==> config.mk <==
export PLATFORM = sky130hd
export DESIGN_NAME = irq_controller
export DESIGN_NICKNAME = d
export VERILOG_FILES = /design/src/irqc_pkg.sv /design/src/irqc_stack_mem.sv /design/src/irq_controller.sv
export SDC_FILE = /design/constraint.sdc
export NUM_CORES = 1
export LEC_CHECK = 0
export ABC_AREA = 1
export BUFFER_PORTS_ARGS = -buffer_cell sky130_fd_sc_hd__buf_2
export CORE_MARGIN = 2
export CORE_UTILIZATION = 35
export DETAILED_ROUTE_END_ITERATION = 6
export HOLD_SLACK_MARGIN = 0.02
export PLACE_DENSITY_LB_ADDON = 0.2
export SLEW_MARGIN = 20
export SYNTH_ARGS = -nofsm -noshare
export SYNTH_HDL_FRONTEND = slang
export SYNTH_SLANG_ARGS = --single-unit
==> constraint.sdc <==
create_clock -name CLOCK_I -period 3.4 [get_ports CLOCK_I]
set_clock_uncertainty 0.2 [all_clocks]
set_input_delay 0.85 -clock CLOCK_I [delete_from_list [all_inputs] [get_ports CLOCK_I]]
set_output_delay 0.85 -clock CLOCK_I [all_outputs]
set_load 0.005 [all_outputs]
==> src/irqc_pkg.sv <==
// Constants shared by the interrupt controller and its stack memory.
// Assumes an 8-bit register port with a 3-bit word address.
package irqc_pkg;

  // ==========================================================================
  // Source counts and register port
  localparam int NUM_EXT = 4;
  localparam int NUM_CMP = 2;
  localparam int NUM_MF  = 6;
  localparam int NUM_SRC = NUM_EXT + NUM_CMP + NUM_MF;
  localparam int IDX_W   = 4;
  localparam int ADDR_W  = 3;
  localparam int DATA_W  = 8;

  // ==========================================================================
  // Register offsets
  localparam logic [ADDR_W-1:0] OFS_CTRL     = 3'h0;
  localparam logic [ADDR_W-1:0] OFS_FLAGS    = 3'h1;
  localparam logic [ADDR_W-1:0] OFS_ENABLES  = 3'h2;
  localparam logic [ADDR_W-1:0] OFS_MF_FLAGS = 3'h3;
  localparam logic [ADDR_W-1:0] OFS_MF_EN    = 3'h4;
  localparam logic [ADDR_W-1:0] OFS_EDGE_SEL = 3'h5;
  localparam logic [ADDR_W-1:0] OFS_T3_CTRL  = 3'h6;
  localparam logic [ADDR_W-1:0] OFS_STATUS   = 3'h7;

  // ==========================================================================
  // Field positions
  localparam int CTRL_GIE_BIT  = 0;
  localparam int EXT_LSB       = 0;
  localparam int CMP_LSB       = 4;
  localparam int T3_AF_BIT     = 5;
  localparam int T3_PF_BIT     = 4;
  localparam int T3_AE_BIT     = 1;
  localparam int T3_PE_BIT     = 0;
  localparam int STAT_FULL_BIT = 6;
  localparam int STAT_PEND_BIT = 7;
  localparam int STAT_SP_MAX_W = 6;
  // Shared interrupt that groups the timer-3 match sources
  localparam int T3_MF_IDX     = 3;

  // ==========================================================================
  // Edge select codes, two bits per pin
  localparam logic [1:0] EDGE_OFF  = 2'h0;
  localparam logic [1:0] EDGE_RISE = 2'h1;
  localparam logic [1:0] EDGE_FALL = 2'h2;
  localparam logic [1:0] EDGE_BOTH = 2'h3;

  // ==========================================================================
  // Vector table: source n jumps to VEC_BASE + n * VEC_STEP
  localparam int VEC_BASE = 4;
  localparam int VEC_STEP = 4;

  typedef enum logic [0:0] {
    ST_IDLE = 1'h0,
    ST_POP  = 1'h1
  } ctl_state_t;

endpackage

==> src/irqc_stack_mem.sv <==
// Return-address stack storage for the interrupt controller.
// Assumes one write and one read per cycle; read data are registered.
`timescale 1ns/10ps
module irqc_stack_mem
  import irqc_pkg::*;
#(
  parameter int DW    = 13,
  parameter int DEPTH = 8,
  parameter int AW    = 3
)
(
  input  wire logic          CLOCK_I,
  input  wire logic          SYS_RST_I,
  input  wire logic          we_i,
  input  wire logic [AW-1:0] waddr_i,
  input  wire logic [DW-1:0] wdata_i,
  input  wire logic [AW-1:0] raddr_i,
  output logic      [DW-1:0] rdata_o
);

  typedef struct packed {
    logic [DEPTH-1:0][DW-1:0] mem;
    logic [DW-1:0]            rdata;
  } mem_state_t;

  mem_state_t s_reg;
  mem_state_t s_next;

  if (DEPTH > (1 << AW))
    $error("stack depth exceeds address range");

  // ==========================================================================
  // Storage
  always_comb
  begin
    s_next = s_reg;
    if (we_i)
    begin
      s_next.mem[waddr_i] = wdata_i;
    end
    s_next.rdata = s_reg.mem[raddr_i];
  end

  always_ff @(posedge CLOCK_I)
  begin
    if (SYS_RST_I)
      s_reg <= '0;
    else
      s_reg <= s_next;
  end

  assign rdata_o = s_reg.rdata;

endmodule

==> src/irq_controller.sv <==
// Interrupt controller with flags, enables, priority, vectoring and stack.
// Assumes the core raises BOUNDARY_I between instructions and takes
// PC_LOAD_O/PC_TARGET_O as its next fetch address.
//
// Design decisions made here: the address-and-strobe port and the register addresses.
`timescale 1ns/10ps
module irq_controller
  import irqc_pkg::*;
#(
  parameter int PC_W        = 13,
  parameter int STACK_DEPTH = 8
)
(
  input  wire logic              CLOCK_I,
  input  wire logic              SYS_RST_I,
  input  wire logic [ADDR_W-1:0] ADDR_I,
  input  wire logic [DATA_W-1:0] WDATA_I,
  input  wire logic              WR_I,
  input  wire logic              RD_I,
  output logic      [DATA_W-1:0] RDATA_O,
  input  wire logic [NUM_EXT-1:0] EXT_PIN_I,
  input  wire logic [NUM_CMP-1:0] CMP_OUT_I,
  input  wire logic              TMR3_CMPA_MATCH_I,
  input  wire logic              TMR3_CMPP_MATCH_I,
  input  wire logic [NUM_MF-1:0] MF_SUB_REQ_I,
  input  wire logic [PC_W-1:0]   PC_NEXT_I,
  input  wire logic              BOUNDARY_I,
  input  wire logic              CORE_PUSH_I,
  input  wire logic              CORE_POP_I,
  output logic                   PC_LOAD_O,
  output logic      [PC_W-1:0]   PC_TARGET_O,
  output logic                   IRQ_TAKEN_O,
  output logic      [IDX_W-1:0]  IRQ_INDEX_O,
  output logic                   STACK_FULL_O,
  output logic                   WAKE_O,
  output logic                   GLOBAL_IRQ_EN_O
);

  localparam int SP_W = $clog2(STACK_DEPTH + 1);
  localparam int AW   = $clog2(STACK_DEPTH);
  localparam logic [SP_W-1:0] SP_FULL = SP_W'(STACK_DEPTH);

  if (STACK_DEPTH < 2 || SP_W > STAT_SP_MAX_W || PC_W < IDX_W + 2)
    $error("unsupported stack depth or program counter width");

  typedef struct packed {
    logic                   gie;
    logic [NUM_EXT-1:0]     ext_flag;
    logic [NUM_EXT-1:0]     ext_en;
    logic [NUM_CMP-1:0]     cmp_flag;
    logic [NUM_CMP-1:0]     cmp_en;
    logic [NUM_MF-1:0]      mf_flag;
    logic [NUM_MF-1:0]      mf_en;
    logic [2*NUM_EXT-1:0]   edge_sel;
    logic [1:0]             t3_flag;
    logic [1:0]             t3_en;
    logic [NUM_EXT-1:0]     pin_prev;
    logic [NUM_CMP-1:0]     cmp_prev;
    logic                   prev_valid;
    logic [SP_W-1:0]        sp;
    ctl_state_t             st;
    logic                   pc_load;
    logic [PC_W-1:0]        pc_target;
    logic                   taken;
    logic [IDX_W-1:0]       taken_idx;
    logic [DATA_W-1:0]      rdata;
    logic                   wake;
    logic                   full;
  } state_t;

  state_t s_reg;
  state_t s_next;

  logic [NUM_EXT-1:0] ext_hit;
  logic [NUM_CMP-1:0] cmp_hit;
  logic [1:0]         t3_hit;
  logic [NUM_MF-1:0]  mf_hit;
  logic [NUM_SRC-1:0] req_vec;
  logic [NUM_SRC-1:0] svc_mask;
  logic [IDX_W-1:0]   win_idx;
  logic               pend;
  logic               full;
  logic               take;
  logic               push;
  logic               pop;
  logic [PC_W-1:0]    vec_addr;
  logic [PC_W-1:0]    mem_rdata;

  // ==========================================================================
  // Source detection
  // Edges are ignored on the first cycle after reset so that a pin already
  // high is not mistaken for a rising edge.
  for (genvar i = 0; i < NUM_EXT; i++)
  begin : g_ext
    logic [1:0] sel;
    logic       rise;
    logic       fall;
    assign sel  = s_reg.edge_sel[2*i +: 2];
    assign rise = EXT_PIN_I[i] & ~s_reg.pin_prev[i];
    assign fall = ~EXT_PIN_I[i] & s_reg.pin_prev[i];
    assign ext_hit[i] = s_reg.prev_valid &
                        (((sel == EDGE_RISE) & rise) |
                         ((sel == EDGE_FALL) & fall) |
                         ((sel == EDGE_BOTH) & (rise | fall)));
  end

  assign cmp_hit = {NUM_CMP{s_reg.prev_valid}} & (CMP_OUT_I ^ s_reg.cmp_prev);
  assign t3_hit  = {TMR3_CMPA_MATCH_I, TMR3_CMPP_MATCH_I};

  always_comb
  begin
    mf_hit = MF_SUB_REQ_I;
    mf_hit[T3_MF_IDX] = MF_SUB_REQ_I[T3_MF_IDX] | (|t3_hit);
  end

  // ==========================================================================
  // Arbitration and stack control
  assign req_vec = {s_reg.mf_flag & s_reg.mf_en,
                    s_reg.cmp_flag & s_reg.cmp_en,
                    s_reg.ext_flag & s_reg.ext_en};
  assign pend = |req_vec;
  assign full = (s_reg.sp == SP_FULL);

  // Lowest index wins: pins, then comparators, then shared interrupts
  always_comb
  begin
    win_idx = '0;
    for (int k = NUM_SRC - 1; k >= 0; k--)
    begin
      if (req_vec[k])
        win_idx = IDX_W'(k);
    end
  end

  // Core stack traffic has precedence; an interrupt waits for a quiet slot
  assign take = s_reg.gie & pend & BOUNDARY_I & ~full
              & ~CORE_PUSH_I & ~CORE_POP_I & (s_reg.st == ST_IDLE);
  assign push = take | (CORE_PUSH_I & ~full);
  assign pop  = CORE_POP_I & (s_reg.sp != '0) & (s_reg.st == ST_IDLE);
  assign svc_mask = take ? (NUM_SRC'(1) << win_idx) : '0;
  assign vec_addr = PC_W'(VEC_BASE) + PC_W'(win_idx) * PC_W'(VEC_STEP);

  irqc_stack_mem #(
    .DW    (PC_W),
    .DEPTH (STACK_DEPTH),
    .AW    (AW)
  ) u_stack (
    .CLOCK_I   (CLOCK_I),
    .SYS_RST_I (SYS_RST_I),
    .we_i      (push),
    .waddr_i   (s_reg.sp[AW-1:0]),
    .wdata_i   (PC_NEXT_I),
    .raddr_i   (AW'(s_reg.sp - SP_W'(1))),
    .rdata_o   (mem_rdata)
  );

  // ==========================================================================
  // Next state
  always_comb
  begin
    s_next = s_reg;
    s_next.pin_prev   = EXT_PIN_I;
    s_next.cmp_prev   = CMP_OUT_I;
    s_next.prev_valid = 1'b1;

    // A hardware set in the same cycle beats both service and write clears
    s_next.ext_flag = ext_hit | ((WR_I && ADDR_I == OFS_FLAGS) ?
                      WDATA_I[EXT_LSB +: NUM_EXT] :
                      (s_reg.ext_flag & ~svc_mask[NUM_EXT-1:0]));
    s_next.cmp_flag = cmp_hit | ((WR_I && ADDR_I == OFS_FLAGS) ?
                      WDATA_I[CMP_LSB +: NUM_CMP] :
                      (s_reg.cmp_flag & ~svc_mask[NUM_EXT +: NUM_CMP]));
    s_next.mf_flag  = mf_hit | ((WR_I && ADDR_I == OFS_MF_FLAGS) ?
                      WDATA_I[NUM_MF-1:0] :
                      (s_reg.mf_flag & ~svc_mask[NUM_EXT+NUM_CMP +: NUM_MF]));
    // Sub-source flags are never cleared by service
    s_next.t3_flag  = t3_hit | ((WR_I && ADDR_I == OFS_T3_CTRL) ?
                      {WDATA_I[T3_AF_BIT], WDATA_I[T3_PF_BIT]} : s_reg.t3_flag);

    if (WR_I)
    begin
      unique case (ADDR_I)
        OFS_ENABLES:
        begin
          s_next.ext_en = WDATA_I[EXT_LSB +: NUM_EXT];
          s_next.cmp_en = WDATA_I[CMP_LSB +: NUM_CMP];
        end
        OFS_MF_EN:    s_next.mf_en = WDATA_I[NUM_MF-1:0];
        OFS_EDGE_SEL: s_next.edge_sel = WDATA_I;
        OFS_T3_CTRL:  s_next.t3_en = {WDATA_I[T3_AE_BIT], WDATA_I[T3_PE_BIT]};
        OFS_CTRL:     s_next.gie = WDATA_I[CTRL_GIE_BIT];
        default:      s_next.t3_en = s_reg.t3_en;
      endcase
    end
    // Entry clears the global enable even against a same-cycle write
    if (take)
      s_next.gie = 1'b0;

    s_next.rdata = '0;
    if (RD_I)
    begin
      unique case (ADDR_I)
        OFS_CTRL:     s_next.rdata[CTRL_GIE_BIT] = s_reg.gie;
        OFS_FLAGS:
        begin
          s_next.rdata[EXT_LSB +: NUM_EXT] = s_reg.ext_flag;
          s_next.rdata[CMP_LSB +: NUM_CMP] = s_reg.cmp_flag;
        end
        OFS_ENABLES:
        begin
          s_next.rdata[EXT_LSB +: NUM_EXT] = s_reg.ext_en;
          s_next.rdata[CMP_LSB +: NUM_CMP] = s_reg.cmp_en;
        end
        OFS_MF_FLAGS: s_next.rdata[NUM_MF-1:0] = s_reg.mf_flag;
        OFS_MF_EN:    s_next.rdata[NUM_MF-1:0] = s_reg.mf_en;
        OFS_EDGE_SEL: s_next.rdata = s_reg.edge_sel;
        OFS_T3_CTRL:
        begin
          // Unused bits stay at their cleared value
          s_next.rdata[T3_AF_BIT] = s_reg.t3_flag[1];
          s_next.rdata[T3_PF_BIT] = s_reg.t3_flag[0];
          s_next.rdata[T3_AE_BIT] = s_reg.t3_en[1];
          s_next.rdata[T3_PE_BIT] = s_reg.t3_en[0];
        end
        OFS_STATUS:
        begin
          s_next.rdata[SP_W-1:0]     = s_reg.sp;
          s_next.rdata[STAT_FULL_BIT] = full;
          s_next.rdata[STAT_PEND_BIT] = pend;
        end
      endcase
    end

    if (push)
      s_next.sp = s_reg.sp + SP_W'(1);
    else if (pop)
      s_next.sp = s_reg.sp - SP_W'(1);

    s_next.pc_load   = take;
    s_next.pc_target = vec_addr;
    s_next.taken     = take;
    s_next.taken_idx = win_idx;
    unique case (s_reg.st)
      ST_IDLE:
      begin
        if (pop)
          s_next.st = ST_POP;
      end
      ST_POP:
      begin
        // Read data of the popped entry arrive one cycle after the pop
        s_next.pc_load   = 1'b1;
        s_next.pc_target = mem_rdata;
        s_next.st        = ST_IDLE;
      end
    endcase

    s_next.full = (s_next.sp == SP_FULL);
    s_next.wake = |{s_next.ext_flag, s_next.cmp_flag, s_next.mf_flag,
                    s_next.t3_flag};
  end

  always_ff @(posedge CLOCK_I)
  begin
    if (SYS_RST_I)
      s_reg <= '0;
    else
      s_reg <= s_next;
  end

  assign RDATA_O         = s_reg.rdata;
  assign PC_LOAD_O       = s_reg.pc_load;
  assign PC_TARGET_O     = s_reg.pc_target;
  assign IRQ_TAKEN_O     = s_reg.taken;
  assign IRQ_INDEX_O     = s_reg.taken_idx;
  assign STACK_FULL_O    = s_reg.full;
  assign WAKE_O          = s_reg.wake;
  assign GLOBAL_IRQ_EN_O = s_reg.gie;
endmodule

# Word-level counts from Yosys, hierarchy flattened
# Index checks and enable logic that the tools add are counted.
# classes
n_addsub,3
order_cmp,3
n_eq_ne,21
shift,1
muxes,34
bitwise,75
reduce_logical,16
# op_table
op,n
104-bit bitwise mux,1
4-bit two-way mux,15
13-bit binary-select mux with 3-bit select,1
13-bit demux with 3-bit select,1
35-bit two-way mux,1
1-bit AND,33
13-bit two-way mux,2
2-bit one-hot mux with 6 select lines,2
2-bit == test (second input constant),8
14-bit two-way mux,1
1-bit bitwise OR,14
14-bit OR reduction,1
1-bit NOT,13
6-bit AND,2
3-bit == test (second input constant),4
12-bit two-way mux,1
12-bit OR reduction,1
1-bit by 4-bit left shift with 12-bit output (first input constant),1
2-bit AND reduction,5
4-bit AND,2
2-bit by 1-bit == test with 1-bit output (second input constant),4
4-bit == test (second input constant),2
3-bit by 4-bit less-than comparator with 1-bit output (second input constant),2
8-bit two-way mux,1
25 further kinds,35
# word_totals
regBits,195
input_bits,45
output_inout_bits,30
elab_cells,184

# Logic depth before layout (Yosys ltp)
# Gate-level depths: netlist of run 1.
# logic_depth
depth_word,21
mapped_depth,23
mapped_depth_nobuf,23

# Hierarchy
# A second synthesis of run 1 with hierarchy kept.
# hier_totals
hier_cells,1290
area_unflattened_um2,9301.4
# by_module_without_submodules
mod,n_inst,cells_each,area_each_um2
irqc_stack_mem,1,732,5170.0
irq_controller,1,558,4131.5

# Worst setup path before layout of run 1
# No wires, ideal clock.
# synth_path
kind,register to register
from,register s_reg[30] (netlist name)
to,"register s_reg, in the netlist WAKE_O"
setup_ns,0.132
arrival_ns,2.166
t_required_ns,3.068
setup_slack_ns,0.902
path_stages_with_launch,16
path_buffers,3
period_less_slack_ns,2.498
path_cell_list,dfxtp_1 inv_1 buf_2 clkbuf_1 ha_1 nand2_4 nor2_2 nor2_4 nand3_4 buf_2 o21bai_1 nand2_1 nor2_1 nand2_1 nor2_1 a21oi_1
# synth_via
elab_chain_cells,12
elab_cells_between_ends,20
# synth_rtl
element,line,text
start: declaration,irq_controller.sv:71,state_t s_reg;
start signal: assignment,irq_controller.sv:268,s_reg <= s_next;
4-bit == test (*),irq_controller.sv:122,assign full = (s_reg.sp == SP_FULL);
1-bit NOT (*),irq_controller.sv:136,assign take = s_reg.gie & pend & BOUNDARY_I & ~full
1-bit AND (*),irq_controller.sv:136,
1-bit AND (*) (3 in a row),irq_controller.sv:137,& ~CORE_PUSH_I & ~CORE_POP_I & (s_reg.st == ST_IDLE);
12-bit two-way mux (*),irq_controller.sv:140,assign svc_mask = take ? (NUM_SRC'(1) << win_idx) : '0;
6-bit NOT (tied with other cells),irq_controller.sv:175,(s_reg.mf_flag & ~svc_mask[NUM_EXT+NUM_CMP +: NUM_MF]));
6-bit AND (tied with other cells),irq_controller.sv:175,
6-bit two-way mux (tied with other cells),irq_controller.sv:173,s_next.mf_flag = mf_hit | ((WR_I && ADDR_I == OFS_MF_FLAGS) ?
6-bit bitwise OR (tied with other cells),irq_controller.sv:173,
14-bit OR reduction (*),irq_controller.sv:259,"s_next.wake = |{s_next.ext_flag, s_next.cmp_flag, s_next.mf_flag,"
# Mark *: on every way between the ends. The rest lies on a longest branch, timed or not.
# A chain may end at the register's enable or synchronous reset.

# Worst setup path after layout of run 1
# layout_path
from,register s_reg[31] (netlist name)
to,register u_stack.s_reg[102] (netlist name)
# layout_via
elab_chain_cells,7
elab_cells_between_ends,14
# layout_rtl
element,line,text
branches (longest 7 deep; another with 3-bit by 4-bit less-than comparator with 1-bit output),--,
end signal: assignment,irqc_stack_mem.sv:49,s_reg <= s_next;
end: declaration,irqc_stack_mem.sv:26,mem_state_t s_reg;
# Parallel ways; which one is timed is not known.

==> results of run 1 <==
-- cell families (layout without fill, tap and decap cells) --
logic type               after synthesis  count (layout)  synth area share
AND/OR/NAND/NOR                      514             514             0.243
AO/OA/AOI/OAI                        315             315             0.193
flip-flops                           195             195             0.441
buffers and inverters                177             212            0.0956
adder cells (fa/ha/maj)               16              16            0.0226
XOR/XNOR                               5               5           0.00495
-- synth_stat cells (all sizes together) --
library cell and instances:
dfxtp 195, o2111ai 4, xor2 3, o21ai 208, o22ai 16, a221oi 6, a22oi 3, inv 88
nor3 3, nor4 1, clkinv 1, nand4 7, xnor2 2, ha 16, a211oi 2, nor2 356
nand2 123, nand3 21, a41oi 2, o21bai 9, nor3b 1, a22o 1, a21oi 46, a31oi 14
buf 48, o21a 1, clkbuf 40, or2 2, o211ai 3
-- cell usage in the layout, fill, tap and decap left out, drive strengths merged, types with 3 or more instances in the layout --
cell	synthesis	routed
clkinv	1	7
o21bai	9	9
nand3	21	21
a21oi	46	46
dfxtp	195	195
ha	16	16
clkinvlp	0	3
nand4	7	7
o211ai	3	3
o2111ai	4	4
nand2	123	123
clkbuf	40	17
a221oi	6	6
nor2	356	356
xor2	3	3
inv	88	93
a22oi	3	3
buf	48	91
o22ai	16	16
nor3	3	3
o21ai	208	208
a31oi	14	14
-- area by class of cell --
class                   count  area, sq um  area share
clock buffers              17          425      0.0430
clock inverters            15          204      0.0206
inverters                  89          338      0.0341
multi-input cells         850         4100       0.414
flip-flops and latches    195         3910       0.395
well taps                 330          413      0.0417
repair buffers             91          510      0.0516
-- through the flow --
stage,std cells,setup WS [ns],util
detailed placement,1555,0.486,0.371
global placement,1555,0.506,0.371
floorplan,1222,0.902,-
CTS,1587,0.577,0.396
global route,1587,0.322,0.396
finish,1587,0.551,0.396
-- power breakdown --
part           total (mW)  switching, mW  internal (mW)
combinational        1.56           1.09          0.471
sequential           2.65          0.121           2.53
clock                2.13           1.06           1.08
-- how the worst min path moves through the flow --
| stage | end | from |
|---|---|---|
| after global routing | PC_TARGET_O[1] | u_stack.rdata_o[1] |
| after CTS | PC_TARGET_O[12] | u_stack.rdata_o[12] |
| after detailed placement | PC_TARGET_O[12] | u_stack.rdata_o[12] |
| final | PC_TARGET_O[12] | u_stack.rdata_o[12] |
| after global placement | PC_TARGET_O[11] | u_stack.rdata_o[11] |
| after floorplan | PC_TARGET_O[0] | u_stack.rdata_o[0] |
-- worst max-delay path, delay by kind of cell (launching register included) --
kind,cells,cell delay [ns]
DFF,1,0.55
buffers and inverters,2,0.47
adders and majority gates,1,0.25
and+or+nand+nor,8,1.30
-- metal layers --
metal	part of all wire	wire, um	track usage	up-vias
li1	-	-	-	4001
met3	0.057	1470	0.0300	38
met1	0.47	12100	0.278	3606
met4	0.025	634	0.0684	0
met5	0	0	0	-
met2	0.44	11400	0.314	225
==> reports/summary.txt, run 1 <==
post-synth net total - 1283
# port buffers - 74
max_slew headroom - 0.469
detail-routed net length per standard cell - 16.2 um
Pleak - 4.06 nW
power per cell area - 642 mW/mm^2
post-DP HPWL - 17500 um
post-route worst hold slack - 0.212 ns
post-detailed-route count of antenna-violating nets - 0
TritonCTS sink count - 195
number of antenna violations at the first check in global routing - 0
number of warnings printed during yosys synthesis - 0
post-synth top area cell - sky130_fd_sc_hd__dfxtp_1
nature of the critical path endpoint - flop
fill cell total of the finished layout - 2711
chip width - 163 um
total of hold buffers inserted after clock tree synthesis - 0
fraction of layout cells with a size suffix above 1 - 0.124
startpoint of the worst-slack reg-to-reg timing path - s_reg[31]
Setup crit start kind - flop
Tightest Pin Transition - 0.792 ns
Setup Total Neg Slack - 0 ns
starting density of the core - 0.354
vias in the first global route - 7391
post-layout total power - 6.35 mW
net count reported at finish - 1305
clock tree from TritonCTS - done
worst setup path category - flop to flop
Total GRT Usage - 0.199
finished layout cell area - 0.00989 sq mm
data arrival time of the worst path - 3.04 ns
Final Wtd Congestion - 0.904
shortest period the worst path allows - 2.85 ns
slowest CP cell - sky130_fd_sc_hd__dfxtp_1
diode count - 0
H-tree depth - 4
number of setup violations in the final report - 0
highest achievable clock rate - 351 MHz
critical-path maximum fanout - 14
CTS Root Buffer Type - sky130_fd_sc_hd__clkbuf_16
portion of the post-synthesis area used by sequential elements - 0.441
# Post-CTS Setup Buffers - 0
area grow syn2layout - 11.8%
result of the run - finished, final reports clean
number of clock buffers inserted by TritonCTS - 17
Worst R2R End - u_stack.s_reg[102]
pin count of the biggest net entering global routing - 60
max FFs per register - 104
number of gates given a new drive strength after cts - 0
die height - 163 um
IO Count - 75
first-iteration detailed-routing DRC count - 701
placed cell area - 0.00926 sq mm
final critical-path share of the clock period - 0.838
maximum capacitance violations - 0
Pins Over Slew Limit - 0
Detailed Route WL - 25600 um
Placeable Area - 0.0250 sq mm
row count - 58
peak ir drop on the vdd network - 0.269 mV
Hold/Removal Path Class - flop to flop
Hold Vio Cnt, Final - 0
die area - 0.0266 sq mm
synthesized netlist cell count - 1222
clock insertion delay at the later pin of the skew report - 0.45 ns
Reg clk slew, reported paths - 0.08 ns
leading cell types by total area after synthesis - sky130_fd_sc_hd__dfxtp_1 (44%), sky130_fd_sc_hd__nor2_1 (15%), sky130_fd_sc_hd__o21ai_0 (8.3%)
Max stage delay on crit path - 0.55 ns
Reg2Reg Depth - 11
worst setup path end - u_stack.s_reg[102]
RSZ-0062 raised after global routing - false
setup slack on the worst flop-to-flop path - 0.55 ns
Clock Path Buffers - 2
startpoint of the worst setup timing path - s_reg[31]
cell count of the worst hold path - 2
total via count after detailed routing - 7870
top cell type's share of synthesized area - 0.441
GRT overflow - 0
synth unique cells - 45
Critical Path, Cell by Cell - inv_1 > ha_1 > nand2_4 > nor2_2 > nor2_4 > nand3_4 > nand2_4 > nand4_4 > inv_2 > nor2_1 > nor2_1
synthesized area per cell - 7.24 sq um
Avg Vias per Cell - 4.96
FF+latch count, synth - 195
required arrival time at the worst endpoint - 3.59 ns
Post-route DRC - 0
synthesized area - 0.00885 sq mm
iteration count of the initial detailed-routing pass - 7
global-route wire length before repair - 41100 um
No activity file was read; power rests on OpenSTA's default activity.
==> run 2: changes to the inputs <==
==> constraint.sdc (replaced) <==
create_clock -name CLOCK_I -period 2.3 [get_ports CLOCK_I]
set_clock_uncertainty 0.2 [all_clocks]
set_input_delay 0.575 -clock CLOCK_I [delete_from_list [all_inputs] [get_ports CLOCK_I]]
set_output_delay 0.575 -clock CLOCK_I [all_outputs]
set_load 0.005 [all_outputs]
==> reports/summary.txt, run 2 (same netlist as run 1, synthesis figures left out) <==
result of the run - complete, but fails checks
violated checks - negative setup slack
total of hold buffers inserted after clock tree synthesis - 0
number of antenna violations at the first check in global routing - 0
chip width - 163 um
M2 GR Usage - 0.301
most frequent standard cell in the layout excluding fill and tap cells - sky130_fd_sc_hd__nor2_1
fraction of layout cells with a size suffix above 1 - 0.190
power per cell area - 892 mW/mm^2
max FFs per register - 104
maximum capacitance violations - 0
peak ir drop on the vdd network - 0.397 mV
Detailed Route WL - 25400 um
met3 capacity usage during global routing - 0.0298
row count - 58
first-iteration detailed-routing DRC count - 681
starting density of the core - 0.354
worst setup path category - flop to flop
post-route worst hold slack - 0.190 ns
Hold Vio Cnt, Final - 0
Pins Over Slew Limit - 0
switching fraction of total power - 0.354
# port buffers - 74
Placeable Area - 0.0250 sq mm
clock insertion delay at the later pin of the skew report - 0.44 ns
slowest CP cell - sky130_fd_sc_hd__dfxtp_2
Post-route DRC - 0
minimum setup slack after placement - -0.123 ns
required arrival time at the worst endpoint - 2.41 ns
number of setup violations in the final report - 1
area grow syn2layout - 19.8%
Setup Total Neg Slack - -0.105 ns
total via count after detailed routing - 8084
shortest period the worst path allows - 2.40 ns
H-tree depth - 4
sw power - 3.34 mW
Critical Path, Cell by Cell - nand2_1 > nand2_1 > inv_2 > a21oi_2 > nor2_1 > nor2_1 > nor2_4 > inv_2 > ha_4 > nand3_2 > o21bai_1 > nand2_1 > nor2_2 > nand2_1 > nor2_1 > a21oi_1
Worst Path Buf+Inv - 2
detail-routed net length per standard cell - 15.3 um
GRT overflow - 0
pin count of the biggest net entering global routing - 64
iteration count of the initial detailed-routing pass - 5
Total GRT Usage - 0.195
Clock Path Buffers - 2
IO Count - 75
routing usage on met1 - 0.281
RSZ-0062 raised after global routing - true
number of clock buffers inserted by TritonCTS - 17
critical path's top delay family - simple AND/OR/NAND/NOR gates
highest achievable clock rate - 416 MHz
Tightest Pin Transition - 0.698 ns
portion of total power attributed to sequential cells - 0.414
critical-path maximum fanout - 3
Pleak - 4.43 nW
post-DP HPWL - 18300 um
Max stage delay on crit path - 0.34 ns
critical path's most frequent cell - sky130_fd_sc_hd__nand2_1
final critical-path share of the clock period - 1.05
peak-usage layer in the global routing report - met2
Cells after DPL - 1620
clock tree from TritonCTS - done
Cell Int Power - 6.11 mW
Setup crit start kind - flop
max_slew headroom - 0.535
vias in the first global route - 7519
global-route wire length before repair - 40900 um
nature of the critical path endpoint - flop
Clk network pwr share - 0.321
post-detailed-route count of antenna-violating nets - 0
diode count - 0
Final Wtd Congestion - 0.855
CTS Root Buffer Type - sky130_fd_sc_hd__clkbuf_16
die area - 0.0266 sq mm
TritonCTS sink count - 195
Avg Vias per Cell - 4.87
portion of total power attributed to combinational logic - 0.265
share of the core filled with cells in the final layout - 0.425
data arrival time of the worst path - 2.52 ns
net count reported at finish - 1377
post-route non-filler standard cell count - 1659
smallest setup slack after layout - -0.105 ns
Hold/Removal Path Class - primary input to flop
Reg clk slew, reported paths - 0.09 ns
top library cells by usage in the layout, fill and taps aside - sky130_fd_sc_hd__nor2_1 (348), sky130_fd_sc_hd__dfxtp_1 (187), sky130_fd_sc_hd__o21ai_0 (146), sky130_fd_sc_hd__nand2_1 (117), sky130_fd_sc_hd__buf_4 (81)
fill cell total of the finished layout - 2624
die height - 163 um
[run 2: power by group through the flow]
stage	Sequential, mW	Clock, mW	Combinational, mW
after CTS	3.91	3.09	2.50
after global placement	3.98	0	2.48
final	3.91	3.04	2.50
after detailed placement	3.99	0	2.47
after floorplan	3.95	0	1.64
after global routing	3.95	3.23	2.80
[run 2: metal layers]
layer	wire [um]	vias up	share of wire
met5	0	-	0
met4	454	0	0.018
met3	1240	32	0.049
met2	11100	225	0.44
met1	12600	3673	0.50
li1	-	4154	-
[run 2: layout make-up]
cell class	instances	area [sq um]	share of cell area
well taps	330	413	0.0389
flip-flops and latches	195	3910	0.369
multi-input cells	850	4210	0.397
clock buffers	17	425	0.0401
clock inverters	15	179	0.0169
repair buffers	163	1120	0.106
inverters	89	342	0.0322
[run 2: final timing paths]
path                                        to  slack (ns)  cells after the start               start
worst max-delay path                    WAKE_O       -0.10                     16           s_reg[62]
worst min-delay path                 s_reg[36]        0.19                      3        CMP_OUT_I[1]
worst max register to register          WAKE_O       -0.10                     16           s_reg[62]
worst min register to register  PC_TARGET_O[9]        0.21                      2  u_stack.rdata_o[9]
[run 2: repair_timing]
| action | CTS | global route |
|---|---|---|
| hold endpoints to repair | 0 | 0 |
| endpoints found under the setup margin | 1 | 24 |
| resized for setup | 27 | 10 |
| pin swaps | 13 | 6 |
| setup buffers | 8 | 1 |
| gates cloned | 0 | 0 |
[run 2: worst reg2reg max path, stage by stage, from the launching register on]
cell and delay [ns]:
sky130_fd_sc_hd__dfxtp_2 0.34, sky130_fd_sc_hd__nand2_1 0.07, sky130_fd_sc_hd__nand2_1 0.12, sky130_fd_sc_hd__inv_2 0.05
sky130_fd_sc_hd__a21oi_2 0.12, sky130_fd_sc_hd__nor2_1 0.07, sky130_fd_sc_hd__nor2_1 0.19, sky130_fd_sc_hd__nor2_4 0.08
sky130_fd_sc_hd__inv_2 0.12, sky130_fd_sc_hd__ha_4 0.17, sky130_fd_sc_hd__nand3_2 0.08, sky130_fd_sc_hd__o21bai_1 0.19
sky130_fd_sc_hd__nand2_1 0.09, sky130_fd_sc_hd__nor2_2 0.14, sky130_fd_sc_hd__nand2_1 0.07, sky130_fd_sc_hd__nor2_1 0.11
sky130_fd_sc_hd__a21oi_1 0.07
[run 2: stage by stage]
| step | area (sq um) | total power [mW] |
|---|---|---|
| floorplan | 8870 | 5.59 |
| global placement | 9820 | 6.46 |
| detailed placement | 9820 | 6.46 |
| CTS | 10600 | 9.50 |
| global route | 10600 | 9.98 |
| finish | 10600 | 9.46 |
==> run 3: changes to the inputs <==
--- a/config.mk
+++ b/config.mk
@@ -12,6 +12,8 @@
 export DETAILED_ROUTE_END_ITERATION = 6
 export HOLD_SLACK_MARGIN = 0.02
 export PLACE_DENSITY_LB_ADDON = 0.2
+export SETUP_SLACK_MARGIN = 0.2
+export SKIP_LAST_GASP = 1
 export SLEW_MARGIN = 20
 export SYNTH_ARGS = -nofsm -noshare
 export SYNTH_HDL_FRONTEND = slang
==> reports/summary.txt, run 3 (same netlist as run 1, synthesis figures left out) <==
result of the run - complete, but fails checks
Clk network pwr share - 0.311
Reg2Reg Depth - 16
met3 capacity usage during global routing - 0.0372
die area - 0.0266 sq mm
Detailed Route WL - 27400 um
critical path's most frequent cell - sky130_fd_sc_hd__nor2_1
chip width - 163 um
vias in the first global route - 7640
most frequent standard cell in the layout excluding fill and tap cells - sky130_fd_sc_hd__nor2_1
top library cells by usage in the layout, fill and taps aside - sky130_fd_sc_hd__nor2_1 (303), sky130_fd_sc_hd__dfxtp_1 (182), sky130_fd_sc_hd__o21ai_0 (117), sky130_fd_sc_hd__nand2_1 (99), sky130_fd_sc_hd__buf_4 (82)
Critical Path, Cell by Cell - nand2_2 > nand2_2 > inv_1 > a21oi_1 > nor2_1 > nor2_1 > nor2_2 > inv_2 > ha_4 > nand3_1 > o21bai_1 > nand2_1 > nor2_1 > nand2_1 > nor2_1 > a21oi_1
power per cell area - 862 mW/mm^2
M2 GR Usage - 0.328
peak-usage layer in the global routing report - met2
max_slew headroom - 0.692
post-detailed-route count of antenna-violating nets - 0
sw power - 3.52 mW
total of hold buffers inserted after clock tree synthesis - 0
routing usage on met1 - 0.267
startpoint of the worst-slack reg-to-reg timing path - s_reg[61]
row count - 58
Hold/Removal Path Class - primary input to flop
CTS Root Buffer Type - sky130_fd_sc_hd__clkbuf_16
smallest setup slack after layout - -0.0785 ns
nature of the critical path endpoint - flop
Avg Vias per Cell - 4.93
switching fraction of total power - 0.351
area grow syn2layout - 31.7%
first-iteration detailed-routing DRC count - 502
cell count of the worst hold path - 3
portion of total power attributed to sequential cells - 0.394
maximum capacitance violations - 0
required arrival time at the worst endpoint - 2.42 ns
number of antenna violations at the first check in global routing - 1
iteration count of the initial detailed-routing pass - 5
max FFs per register - 104
final critical-path share of the clock period - 1.03
peak ir drop on the vdd network - 0.444 mV
Tightest Pin Transition - 0.460 ns
violated checks - negative setup slack
Max stage delay on crit path - 0.36 ns
total via count after detailed routing - 8388
Setup crit start kind - flop
# port buffers - 74
clock insertion delay at the later pin of the skew report - 0.45 ns
Cell Int Power - 6.51 mW
fraction of layout cells with a size suffix above 1 - 0.288
Final Wtd Congestion - 0.857
Worst Path Buf+Inv - 2
post-DP HPWL - 18800 um
die height - 163 um
critical-path maximum fanout - 3
minimum setup slack after placement - -0.112 ns
GRT overflow - 0
highest achievable clock rate - 420 MHz
Total GRT Usage - 0.201
Clock Path Buffers - 2
H-tree depth - 4
slowest CP cell - sky130_fd_sc_hd__dfxtp_1
Worst R2R End - WAKE_O
critical path's top delay family - simple AND/OR/NAND/NOR gates
starting density of the core - 0.354
number of setup violations in the final report - 1
RSZ-0062 raised after global routing - true
Placeable Area - 0.0250 sq mm
global-route wire length before repair - 41000 um
number of clock buffers inserted by TritonCTS - 17
worst setup path category - flop to flop
detail-routed net length per standard cell - 16.1 um
Hold Vio Cnt, Final - 0
setup slack on the worst flop-to-flop path - -0.08 ns
Post-route DRC - 0
Pins Over Slew Limit - 0
TritonCTS sink count - 195
start point of the worst min-delay path - CMP_OUT_I[1]
data arrival time of the worst path - 2.50 ns
post-route worst hold slack - 0.157 ns
pin count of the biggest net entering global routing - 65
Worst Hold Endpoint - s_reg[36]
clock tree from TritonCTS - done
IO Count - 75
Pleak - 4.86 nW
diode count - 0
Reg clk slew, reported paths - 0.07 ns
shortest period the worst path allows - 2.38 ns
portion of total power attributed to combinational logic - 0.296
net count reported at finish - 1418
run 3: cell count changes in the layout (fill, tap and decap cells not counted), sizes merged:
cell,before,now
bufinv,0,1
nand2,123,124
clkinvlp,1,5
clkbuf,17,20
buf,163,200
inv,95,92
clkinv,8,6
run 3: area by class of cell:
type                       count  area, sq um
fill                        2557        13300
multi-input combinational    851         4670
sequential                   195         3930
timing repair buffer         202         1640
clock buffer                  18          439
tap                          330          413
inverter                      89          373
clock inverter                14          181
timing repair inverter         1         5.00
run 3: power groups by stage:
stage | logic (mW) | registers, mW | clock network (mW)
finish | 2.97 | 3.95 | 3.12
CTS | 2.60 | 3.92 | 3.18
detailed placement | 2.56 | 3.99 | 0
global placement | 2.55 | 3.99 | 0
floorplan | 1.69 | 3.96 | 0
global route | 3.28 | 3.99 | 3.31
run 3: what timing repair did:
action	4_1_cts	5_1_grt
resized for setup	21	204
buffers inserted	3	15
endpoints found under the setup margin	28	131
pin swaps	4	52
cloned	0	4
run 3: metrics by stage:
stage	std cells	utilization	power, mW	setup TNS, ns	cell area, sq um
2_1_floorplan	1222	-	5.65	0	8950
3_3_place_gp	1646	0.404	6.54	-1.27	10100
3_5_place_dp	1646	0.404	6.55	-2.68	10100
4_1_cts	1681	0.433	9.69	-0.0508	10800
5_1_grt	1700	0.467	10.6	-0.417	11600
6_report	1700	0.467	10.0	-0.0785	11600
run 3: worst reg2reg max path, delay by kind of cell (launching register included):
kind	cells	cell delay, ns
and+or+nand+nor	10	0.92
DFF	1	0.36
adders and majority gates	1	0.18
AOI/OAI and AO/OA	3	0.42
buffers and inverters	2	0.18
run 3: worst max path at each step:
stage                startpoint            to  slack [ns]  depth (start not counted)
floorplan             s_reg[30]        WAKE_O        0.16                         15
global placement    CORE_PUSH_I  STACK_FULL_O       -0.09                         11
detailed placement  CORE_PUSH_I  STACK_FULL_O       -0.11                         11
CTS                   s_reg[55]        WAKE_O       -0.05                         16
global route          s_reg[63]        WAKE_O       -0.28                         22
finish                s_reg[61]        WAKE_O       -0.08                         16
run 3: layer usage:
layer	share of wire	vias to the layer above
li1	-	4245
met5	0.00026	-
met1	0.46	3892
met3	0.052	49
met4	0.024	2
met2	0.47	200
